$ cat config.mk
export PLATFORM = sky130hd
export DESIGN_NAME = pwm_output_stage
export DESIGN_NICKNAME = d
export VERILOG_FILES = /design/src/shared/pwm_out_pkg.sv /design/src/shared/chan_cond_if.sv /design/src/chan_conditioner.sv /design/src/event_flags.sv /design/src/pwm_output_stage.sv
export SDC_FILE = /design/constraint.sdc
export NUM_CORES = 1
export LEC_CHECK = 0
export BUFFER_PORTS_ARGS = -buffer_cell sky130_fd_sc_hd__buf_2
export CAP_MARGIN = 25
export CORE_ASPECT_RATIO = 1.5
export CORE_MARGIN = 2
export CORE_UTILIZATION = 45
export DETAILED_ROUTE_END_ITERATION = 6
export HOLD_SLACK_MARGIN = 0.02
export PLACE_DENSITY_LB_ADDON = 0.08
export SLEW_MARGIN = 10
export SYNTH_ARGS = -nofsm -noshare
export SYNTH_HDL_FRONTEND = slang
export SYNTH_SLANG_ARGS = --single-unit
$ cat constraint.sdc
create_clock -name ref_clk -period 1.8 [get_ports ref_clk]
set_input_delay 0.18 -clock ref_clk [delete_from_list [all_inputs] [get_ports ref_clk]]
set_output_delay 0.18 -clock ref_clk [all_outputs]
set_load 0.05 [all_outputs]
$ cat src/shared/pwm_out_pkg.sv
// Constants and register map of the PWM output stage and interrupt enables
// ****************************************
// Functional notes
// - Mask enable replaces waveform with mask data
// - Masked output follows its mask data bit
// - Polarity bit set inverts channel output
// - Output-enable clear tri-states the pin
// - Down-match interrupt enables at bits 29:24
// - Up-match interrupt enables at bits 21:16
// - Complementary: odd down-enables serve paired even
// - Complementary: odd up-enables serve paired even
// - Bit 8 enables channel 0 period interrupt
// - Bit 0 enables channel 0 zero interrupt
// - Complementary: odd enable bits read zero
// - Down-match flag set by hardware, W1C
// - Period flag set by hardware, W1C
// ****************************************
package pwm_out_pkg;

	localparam int NUM_CH = 6;

	// ****************************************
	// Register byte offsets
	// ****************************************
	localparam logic [7:0] OFS_MODE_CTRL = 8'h00;
	localparam logic [7:0] OFS_MASK_ENABLE = 8'hb8;
	localparam logic [7:0] OFS_MASK_DATA = 8'hbc;
	localparam logic [7:0] OFS_POLARITY = 8'hd4;
	localparam logic [7:0] OFS_PIN_ENABLE = 8'hd8;
	localparam logic [7:0] OFS_INT_ENABLE = 8'he0;
	localparam logic [7:0] OFS_INT_FLAGS = 8'he8;

	// ****************************************
	// Field positions
	// ****************************************
	localparam int DOWN_LSB = 24;
	localparam int UP_LSB = 16;
	localparam int PERIOD_BIT = 8;
	localparam int ZERO_BIT = 0;
	localparam int COMP_MODE_BIT = 0;

	// ****************************************
	// Reset values and masks
	// ****************************************
	localparam logic [31:0] REG_RESET = 32'h0000_0000;
	localparam logic [5:0] CH_RESET = 6'h00;
	localparam logic [5:0] ODD_CH_MASK = 6'h2a;
	localparam logic [31:0] FLAG_MASK = 32'h3f3f_0101;

	typedef enum logic [0:0] {BUS_IDLE, BUS_ACK} bus_state_e;

endpackage : pwm_out_pkg

$ cat src/shared/chan_cond_if.sv
// Per-channel conditioning signals between the register file and the output path
`timescale 1ns/1ps
interface chan_cond_if #(parameter int N = 6);
	logic [N-1:0] wave;
	logic [N-1:0] mask_override_on;
	logic [N-1:0] mask_level_bit;
	logic [N-1:0] polarity_flip;
	logic [N-1:0] pin_drive_on;
	logic [N-1:0] pin_level;
	logic [N-1:0] pin_oe;

	modport regs (
		output wave,
		output mask_override_on,
		output mask_level_bit,
		output polarity_flip,
		output pin_drive_on,
		input pin_level,
		input pin_oe
	);

	modport path (
		input wave,
		input mask_override_on,
		input mask_level_bit,
		input polarity_flip,
		input pin_drive_on,
		output pin_level,
		output pin_oe
	);
endinterface : chan_cond_if

$ cat src/chan_conditioner.sv
// Per-channel mask, polarity and pin enable path
`timescale 1ns/1ps
module chan_conditioner
	import pwm_out_pkg::*;
#(
	parameter int N = NUM_CH
) (
	chan_cond_if.path cc
);

	genvar g;
	generate
		for (g = 0; g < N; g++) begin : g_ch
			logic masked;
			assign masked = cc.mask_override_on[g] ? cc.mask_level_bit[g] : cc.wave[g];
			assign cc.pin_level[g] = masked ^ cc.polarity_flip[g];
			assign cc.pin_oe[g] = cc.pin_drive_on[g];
		end
	endgenerate

endmodule : chan_conditioner

$ cat src/event_flags.sv
// Sticky event flags with write-one-to-clear and enable-gated request
`timescale 1ns/1ps
module event_flags
	import pwm_out_pkg::*;
#(
	parameter int W = 32
) (
	// Clock and reset
	input wire logic ref_clk,
	input wire logic srst,
	// Events, clears, enables
	input wire logic [W-1:0] evt,
	input wire logic [W-1:0] clr,
	input wire logic [W-1:0] en,
	// State
	output logic [W-1:0] flags_r,
	output logic irq_r
);

	genvar g;
	generate
		for (g = 0; g < W; g++) begin : g_flag
			// Set wins over a clear in the same cycle
			always_ff @(posedge ref_clk) begin
				if (srst) begin
					flags_r[g] <= 1'b0;
				end else if (evt[g]) begin
					flags_r[g] <= 1'b1;
				end else if (clr[g]) begin
					flags_r[g] <= 1'b0;
				end
			end
		end
	endgenerate

	always_ff @(posedge ref_clk) begin
		if (srst) begin
			irq_r <= 1'b0;
		end else begin
			irq_r <= |(flags_r & en);
		end
	end

endmodule : event_flags

$ cat src/pwm_output_stage.sv
// Top of the PWM output stage: register file, conditioning and interrupt request
//
// Added by the designer: the Avalon-MM interface to the registers.
`timescale 1ns/1ps
module pwm_output_stage
	import pwm_out_pkg::*;
#(
	parameter int N = NUM_CH
) (
	// Clock and reset
	input wire logic ref_clk,
	input wire logic srst,

	// Avalon-MM slave
	input wire logic [7:0] avs_address,
	input wire logic avs_read,
	input wire logic avs_write,
	input wire logic [31:0] avs_writedata,
	input wire logic [3:0] avs_byteenable,
	output logic [31:0] avs_readdata,
	output logic avs_waitrequest,

	// Generated waveforms and counter events
	input wire logic [5:0] wave_in,
	input wire logic [5:0] up_match_evt,
	input wire logic [5:0] down_match_evt,
	input wire logic period_point_evt,
	input wire logic zero_point_evt,

	// Output pins
	output logic [5:0] pwm_out,
	output logic [5:0] pwm_oe,

	// Interrupt request
	output logic irq
);

	// ****************************************
	// Register state
	// ****************************************
	logic comp_mode_r;
	logic [5:0] mask_override_on_r;
	logic [5:0] mask_level_bit_r;
	logic [5:0] polarity_flip_r;
	logic [5:0] pin_drive_on_r;
	logic [5:0] down_match_irq_on_r;
	logic [5:0] up_match_irq_on_r;
	logic period_point_irq_on_r;
	logic zero_point_irq_on_r;

	logic [31:0] readdata_r;
	logic [31:0] readdata_nxt;
	logic waitrequest_r;
	bus_state_e bus_state_r;

	logic [5:0] pwm_out_r;
	logic [5:0] pwm_oe_r;

	logic [31:0] flags;
	logic flag_irq;

	// ****************************************
	// Bus handshake
	// ****************************************
	logic req;
	logic wr_fire;
	logic [31:0] wmask;
	logic [31:0] wdata_m;

	assign req = avs_read | avs_write;
	// Write commits only at the edge where waitrequest is seen low
	assign wr_fire = avs_write & (bus_state_r == BUS_ACK);
	assign wmask = {{8{avs_byteenable[3]}}, {8{avs_byteenable[2]}},
		{8{avs_byteenable[1]}}, {8{avs_byteenable[0]}}};

	// Merge write data into a current value under the byte enables
	function automatic logic [31:0] merge(input logic [31:0] cur);
		merge = (cur & ~wmask) | (avs_writedata & wmask);
	endfunction : merge

	assign wdata_m = avs_writedata & wmask;

	// One cycle of wait on every access, then a single acknowledge cycle
	always_ff @(posedge ref_clk) begin
		if (srst) begin
			bus_state_r <= BUS_IDLE;
			waitrequest_r <= 1'b1;
		end else begin
			case (bus_state_r)
				BUS_IDLE: begin
					if (req) begin
						bus_state_r <= BUS_ACK;
						waitrequest_r <= 1'b0;
					end
				end
				BUS_ACK: begin
					bus_state_r <= BUS_IDLE;
					waitrequest_r <= 1'b1;
				end
				default: begin
					bus_state_r <= BUS_IDLE;
					waitrequest_r <= 1'b1;
				end
			endcase
		end
	end

	// ****************************************
	// Read mux
	// ****************************************
	logic [5:0] down_en_vis;
	logic [5:0] up_en_vis;

	// Odd enables are hidden while the channels are paired
	assign down_en_vis = comp_mode_r ? (down_match_irq_on_r & ~ODD_CH_MASK)
		: down_match_irq_on_r;
	assign up_en_vis = comp_mode_r ? (up_match_irq_on_r & ~ODD_CH_MASK)
		: up_match_irq_on_r;

	always_comb begin
		readdata_nxt = REG_RESET;
		case (avs_address)
			OFS_MODE_CTRL: begin
				readdata_nxt[COMP_MODE_BIT] = comp_mode_r;
			end
			OFS_MASK_ENABLE: begin
				readdata_nxt[5:0] = mask_override_on_r;
			end
			OFS_MASK_DATA: begin
				readdata_nxt[5:0] = mask_level_bit_r;
			end
			OFS_POLARITY: begin
				readdata_nxt[5:0] = polarity_flip_r;
			end
			OFS_PIN_ENABLE: begin
				readdata_nxt[5:0] = pin_drive_on_r;
			end
			OFS_INT_ENABLE: begin
				readdata_nxt[DOWN_LSB +: 6] = down_en_vis;
				readdata_nxt[UP_LSB +: 6] = up_en_vis;
				readdata_nxt[PERIOD_BIT] = period_point_irq_on_r;
				readdata_nxt[ZERO_BIT] = zero_point_irq_on_r;
			end
			OFS_INT_FLAGS: begin
				readdata_nxt = flags & FLAG_MASK;
			end
			default: begin
				readdata_nxt = REG_RESET;
			end
		endcase
	end

	// Read data is loaded as waitrequest drops and holds until the next read
	always_ff @(posedge ref_clk) begin
		if (srst) begin
			readdata_r <= REG_RESET;
		end else if (bus_state_r == BUS_IDLE && avs_read) begin
			readdata_r <= readdata_nxt;
		end
	end

	// ****************************************
	// Register writes
	// ****************************************
	logic [31:0] mode_cur;
	logic [31:0] ch_mask_en_cur;
	logic [31:0] ch_mask_dat_cur;
	logic [31:0] ch_pol_cur;
	logic [31:0] ch_poen_cur;
	logic [31:0] inten_cur;

	assign mode_cur = {31'h0000_0000, comp_mode_r};
	assign ch_mask_en_cur = {26'h000_0000, mask_override_on_r};
	assign ch_mask_dat_cur = {26'h000_0000, mask_level_bit_r};
	assign ch_pol_cur = {26'h000_0000, polarity_flip_r};
	assign ch_poen_cur = {26'h000_0000, pin_drive_on_r};
	assign inten_cur = {2'b00, down_match_irq_on_r, 2'b00, up_match_irq_on_r,
		7'h00, period_point_irq_on_r, 7'h00, zero_point_irq_on_r};

	logic [31:0] mode_w;
	logic [31:0] ch_mask_en_w;
	logic [31:0] ch_mask_dat_w;
	logic [31:0] ch_pol_w;
	logic [31:0] ch_poen_w;
	logic [31:0] inten_w;

	assign mode_w = merge(mode_cur);
	assign ch_mask_en_w = merge(ch_mask_en_cur);
	assign ch_mask_dat_w = merge(ch_mask_dat_cur);
	assign ch_pol_w = merge(ch_pol_cur);
	assign ch_poen_w = merge(ch_poen_cur);
	assign inten_w = merge(inten_cur);

	always_ff @(posedge ref_clk) begin
		if (srst) begin
			comp_mode_r <= 1'b0;
		end else if (wr_fire && avs_address == OFS_MODE_CTRL) begin
			comp_mode_r <= mode_w[COMP_MODE_BIT];
		end
	end

	always_ff @(posedge ref_clk) begin
		if (srst) begin
			mask_override_on_r <= CH_RESET;
			mask_level_bit_r <= CH_RESET;
		end else if (wr_fire) begin
			if (avs_address == OFS_MASK_ENABLE) begin
				mask_override_on_r <= ch_mask_en_w[5:0];
			end
			if (avs_address == OFS_MASK_DATA) begin
				mask_level_bit_r <= ch_mask_dat_w[5:0];
			end
		end
	end

	always_ff @(posedge ref_clk) begin
		if (srst) begin
			polarity_flip_r <= CH_RESET;
			pin_drive_on_r <= CH_RESET;
		end else if (wr_fire) begin
			if (avs_address == OFS_POLARITY) begin
				polarity_flip_r <= ch_pol_w[5:0];
			end
			if (avs_address == OFS_PIN_ENABLE) begin
				pin_drive_on_r <= ch_poen_w[5:0];
			end
		end
	end

	// Odd enables are stored even in paired mode; only their read-back is hidden
	always_ff @(posedge ref_clk) begin
		if (srst) begin
			down_match_irq_on_r <= CH_RESET;
			up_match_irq_on_r <= CH_RESET;
			period_point_irq_on_r <= 1'b0;
			zero_point_irq_on_r <= 1'b0;
		end else if (wr_fire && avs_address == OFS_INT_ENABLE) begin
			down_match_irq_on_r <= inten_w[DOWN_LSB +: 6];
			up_match_irq_on_r <= inten_w[UP_LSB +: 6];
			period_point_irq_on_r <= inten_w[PERIOD_BIT];
			zero_point_irq_on_r <= inten_w[ZERO_BIT];
		end
	end

	// ****************************************
	// Event flags and interrupt request
	// ****************************************
	logic [31:0] evt_vec;
	logic [31:0] clr_vec;
	logic [5:0] down_en_eff;
	logic [5:0] up_en_eff;
	logic [31:0] en_vec;

	assign evt_vec = {2'b00, down_match_evt, 2'b00, up_match_evt,
		7'h00, period_point_evt, 7'h00, zero_point_evt};
	assign clr_vec = (wr_fire && avs_address == OFS_INT_FLAGS) ?
		(wdata_m & FLAG_MASK) : REG_RESET;

	// Paired mode: an odd channel's enable gates the odd-slot events that
	// now belong to its even partner, so the pair raises the request
	// through either its own or its second enable.
	genvar p;
	generate
		for (p = 0; p < N; p += 2) begin : g_pair
			assign down_en_eff[p] = down_match_irq_on_r[p];
			assign up_en_eff[p] = up_match_irq_on_r[p];
			assign down_en_eff[p+1] = comp_mode_r ? down_match_irq_on_r[p+1]
				: down_match_irq_on_r[p+1];
			assign up_en_eff[p+1] = comp_mode_r ? up_match_irq_on_r[p+1]
				: up_match_irq_on_r[p+1];
		end
	endgenerate

	assign en_vec = {2'b00, down_en_eff, 2'b00, up_en_eff,
		7'h00, period_point_irq_on_r, 7'h00, zero_point_irq_on_r};

	event_flags #(
		.W(32)
	) u_flags (
		.ref_clk(ref_clk),
		.srst(srst),
		.evt(evt_vec & FLAG_MASK),
		.clr(clr_vec),
		.en(en_vec),
		.flags_r(flags),
		.irq_r(flag_irq)
	);

	// ****************************************
	// Output conditioning
	// ****************************************
	chan_cond_if #(.N(N)) cc ();

	assign cc.wave = wave_in;
	assign cc.mask_override_on = mask_override_on_r;
	assign cc.mask_level_bit = mask_level_bit_r;
	assign cc.polarity_flip = polarity_flip_r;
	assign cc.pin_drive_on = pin_drive_on_r;

	chan_conditioner #(
		.N(N)
	) u_cond (
		.cc(cc.path)
	);

	// Registered pins: one cycle of latency buys glitch-free outputs
	always_ff @(posedge ref_clk) begin
		if (srst) begin
			pwm_out_r <= CH_RESET;
			pwm_oe_r <= CH_RESET;
		end else begin
			pwm_out_r <= cc.pin_level;
			pwm_oe_r <= cc.pin_oe;
		end
	end

	// ****************************************
	// Outputs
	// ****************************************
	assign avs_readdata = readdata_r;
	assign avs_waitrequest = waitrequest_r;
	assign pwm_out = pwm_out_r;
	assign pwm_oe = pwm_oe_r;
	assign irq = flag_irq;

endmodule : pwm_output_stage

==> reports/qor.txt <==
CLOCKING
-------------------------------------------------------------------------------------
Clock Tree Buf Depth                                                                2
Number of buffers created by CTS                                                    9
Number of buffers inserted to repair setup after CTS                                0
PostCTS Resize Cnt                                                                  0
Clk sinks                                                                          87
Number of buffers added to fix hold violations after cts                            0
Deepest level of the CTS H-tree                                                     3
Clock-pin slew on the worst setup and hold paths                              0.06 ns
Skew-Pair Late Insertion Delay                                                0.34 ns
TritonCTS clock tree                                                             done
Root Buffer Master                                                       sky130_fd_sc_hd__clkbuf_16

YOSYS
-------------------------------------------------------------------------------------
Cell with the most instances after synthesis                             sky130_fd_sc_hd__dfxtp_1
Mean cell area of the mapped netlist                                        9.343 µm²
Combinational family with the most area after synthesis                  simple AND/OR/NAND/NOR gates
Share of flip-flops with an asynchronous set or reset after synthesis               0
Synth cell types                                                                   40
Flops & latches, synth                                                             87
Top cell types by occurrence after synthesis                             87 x sky130_fd_sc_hd__dfxtp_1, 81 x sky130_fd_sc_hd__nor2_1, 51 x sky130_fd_sc_hd__mux2i_1
Post-synth top area cell                                                 sky130_fd_sc_hd__dfxtp_1
Warnings from Yosys                                                                 0
Area share of fa/ha/maj cells after synthesis                                       0
Post-synth design cell area                                              0.003821 mm²
EDFF count, synth                                                                   0
Synth top area share                                                           0.4558
Share of synthesized area spent on multiplexers                                0.1336
Most used flip-flop cell after synthesis                                 sky130_fd_sc_hd__dfxtp_1
Post-Synth Simple-Gate Area                                                    0.2266
Cell types with the largest area share after synthesis                   sky130_fd_sc_hd__dfxtp_1 46%, sky130_fd_sc_hd__mux2i_1 13%, sky130_fd_sc_hd__nor2_1 8.0%
Number of instances in the synthesized netlist                                    409
Sequential-to-total area share from yosys stat                                 0.4558
Fraction of synthesized cell area in xor and xnor cells                       0.01375
Post-synthesis compound-gate area fraction                                     0.1094

LAYOUT
-------------------------------------------------------------------------------------
Area used by sequential logic in the layout                              0.001742 mm²
Proportion of layout cells with a drive suffix above 1                         0.2699
Area taken by multi-input logic gates                                    0.001911 mm²
Count of antenna diodes in the layout                                               0
Final #Nets                                                                       578
Area added between synthesis and finish                                        24.30%
Fillers                                                                           796
Non-filler instance count after layout                                            622
Final Core Density                                                             0.5715

FLOORPLANNING
-------------------------------------------------------------------------------------
Height of the chip                                                           116.9 µm
Core outline area                                                        0.008310 mm²
Horiz. Die Dim                                                               79.24 µm
IO Count                                                                          114
DIE AREA                                                                 0.009260 mm²
Starting density of the core                                                   0.4598
Site row count                                                                     41

ROUTING
-------------------------------------------------------------------------------------
Router iterations before antenna repair                                             4
DRC errors left                                                                     0
Count of routing violations after the opening detailed-route iteration            126
WL/cell                                                                      16.23 µm
Vias after detailed routing                                                      3345
Number of routed nets with antenna violations                                       0
Avg Vias per Cell                                                               5.378
Aggregate routed wire length                                                 10090 µm

GLOBAL ROUTE
-------------------------------------------------------------------------------------
Sum of overflow across all layers after global routing                              0
Vias in the first global route                                                   3154
Pin count of the biggest net entering global routing                               30
Wire length of the first global-routing pass                                 16170 µm
Initial antenna violation count                                                     0
Total global-route track usage                                                 0.2290

TIMING
-------------------------------------------------------------------------------------
Final number of setup-violating endpoints                                           0
Final clock period utilization by the worst path                               0.8539
Fmax                                                                        650.6 MHz
Setup repair after global routing missed its margin                             false
Minimum clock period                                                         1.537 ns
Sum of negative setup slack                                                      0 ns
Slew at the pin closest to its max-slew limit                               0.5773 ns
Clk_skew                                                                  0.008657 ns
Number of hold violations in the final report                                       0
Max-slew violation count                                                            0
Worst hold margin                                                          0.04599 ns
Max transition margin                                                          0.6151

PLACE
-------------------------------------------------------------------------------------
Hpwl dp                                                                       7507 µm
Port buffer count                                                                  87
Number of placed instances with taps included                                     606
RePlAce Congestion                                                             0.8003

HOLD PATH
-------------------------------------------------------------------------------------
Critical hold path startpoint                                            down_match_evt[4]
Type of the most critical hold path                                         in -> reg
Endpoint of the worst hold-timing path                                   u_flags.flags_r[28]
Min-Delay Path Depth                                                                3

CRITICAL PATH
-------------------------------------------------------------------------------------
Worst Setup End Kind                                                         register
Setup crit start kind                                                        register
Required time worst endpoint                                                  2.01 ns
Largest stage delay, worst path                                               0.53 ns
Startpoint of the worst-slack reg-to-reg timing path                      bus_state_r
Crit-path max FO                                                                    9
Setup slack of the worst register-to-register path                            0.26 ns
Crit-path cells                                                          nand3_1, or4_4, mux2i_1, nor2_1
Type of the worst setup path                                               reg -> reg
Signal arrival time at the worst endpoint                                     1.74 ns
Number of cell instances on the worst register-to-register path                     4
CP max stage cell                                                        sky130_fd_sc_hd__or4_4

PWR
-------------------------------------------------------------------------------------
Maximum ir drop on the vdd rail                                              530.2 µV
Leakage                                                                      2.023 nW
Power per cell area                                                      865.2 mW/mm²
Overall power                                                              0.004109 W

STATUS
-------------------------------------------------------------------------------------
Run status                                                               finished, final reports clean

RUN
-------------------------------------------------------------------------------------
Max-capacitance violation count                                                     0

cells in the final DEF (no fill, tap or decap), types with 4 or more instances in the layout:
cell                        netlist  routed
sky130_fd_sc_hd__nor3_1          20      20
sky130_fd_sc_hd__a221oi_1         4       4
sky130_fd_sc_hd__a21oi_1         14      14
sky130_fd_sc_hd__xor2_1           5       5
sky130_fd_sc_hd__and3_1           6       6
sky130_fd_sc_hd__a22oi_1         15      15
sky130_fd_sc_hd__nand3_1          5       5
sky130_fd_sc_hd__a32o_1           6       6
sky130_fd_sc_hd__nand3b_1        12      12
sky130_fd_sc_hd__buf_2            3      87
sky130_fd_sc_hd__clkbuf_1        22       4
sky130_fd_sc_hd__a22o_1           9       9
sky130_fd_sc_hd__nand4_1         14      14
sky130_fd_sc_hd__dfxtp_1         87      87
sky130_fd_sc_hd__nor2_1          81      81
sky130_fd_sc_hd__a211oi_1         5       5
sky130_fd_sc_hd__nor2b_1          7       7
sky130_fd_sc_hd__mux2i_1         51      51
sky130_fd_sc_hd__clkbuf_16        0       9
sky130_fd_sc_hd__conb_1           1      13
sky130_fd_sc_hd__buf_4           14      32
cell families (layout without fill, tap and decap cells):
group,Yosys count,count (layout)
flip-flops,87,87
multiplexers,51,51
buffers and inverters,44,138
AO/OA/AOI/OAI,56,56
XOR/XNOR,6,6
AND/OR/NAND/NOR,164,164
other,1,13
worst max-delay path: cells and delay by family, from the launching register on:
family / cells / cell delay, ns
simple gates: 3 / 0.74
flops: 1 / 0.45
mux: 1 / 0.20
per-layer routing:
metal | part of all wire | routed length [µm] | global-route usage | up-vias
li1 | - | - | - | 1647
met1 | 0.40 | 4057 | 0.2640 | 1575
met2 | 0.52 | 5221 | 0.4028 | 103
met3 | 0.047 | 470 | 0.04371 | 20
met4 | 0.034 | 344 | 0.1172 | 0
met5 | 0 | 0 | 0 | -
area by class of cell:
cell class	instances	share of cell area
Inverter	2	0.001581
Timing Repair Buffer	120	0.1465
Clock inverter	3	0.004215
Sequential cell	87	0.3667
Clock buffer	13	0.05058
Tap cell	107	0.02819
Multi-Input combinational cell	290	0.4023
where the power goes:
group	switching, W	internal (W)	total [W]
Clock	0.000729	0.000934	0.00166
Sequential	0.0000332	0.00197	0.00200
Combinational	0.000307	0.000137	0.000444
Total	0.00107	0.00304	0.00411
worst max-delay path by stage:
| stage | depth (start not counted) | slack, ns | start | to |
|---|---|---|---|---|
| 2_1_floorplan | 7 | 0.07 | avs_address[3] | register |
| 3_3_place_gp | 6 | 0.11 | avs_address[2] | register |
| 3_5_place_dp | 5 | 0.08 | avs_address[1] | register |
| 4_1_cts | 4 | 0.27 | bus_state_r | register |
| 5_1_grt | 6 | 0.12 | bus_state_r | register |
| 6_report | 4 | 0.26 | bus_state_r | register |
per-stage QoR:
| step | area, µm² | setup slack [ns] |
|---|---|---|
| after detailed placement | 4489 | 0.07919 |
| after floorplan | 3866 | 0.07495 |
| after CTS | 4750 | 0.2683 |
| after global routing | 4750 | 0.1183 |
| after global placement | 4489 | 0.1127 |
| final | 4750 | 0.2630 |
Note: power is estimated with default switching activity, not from simulation.
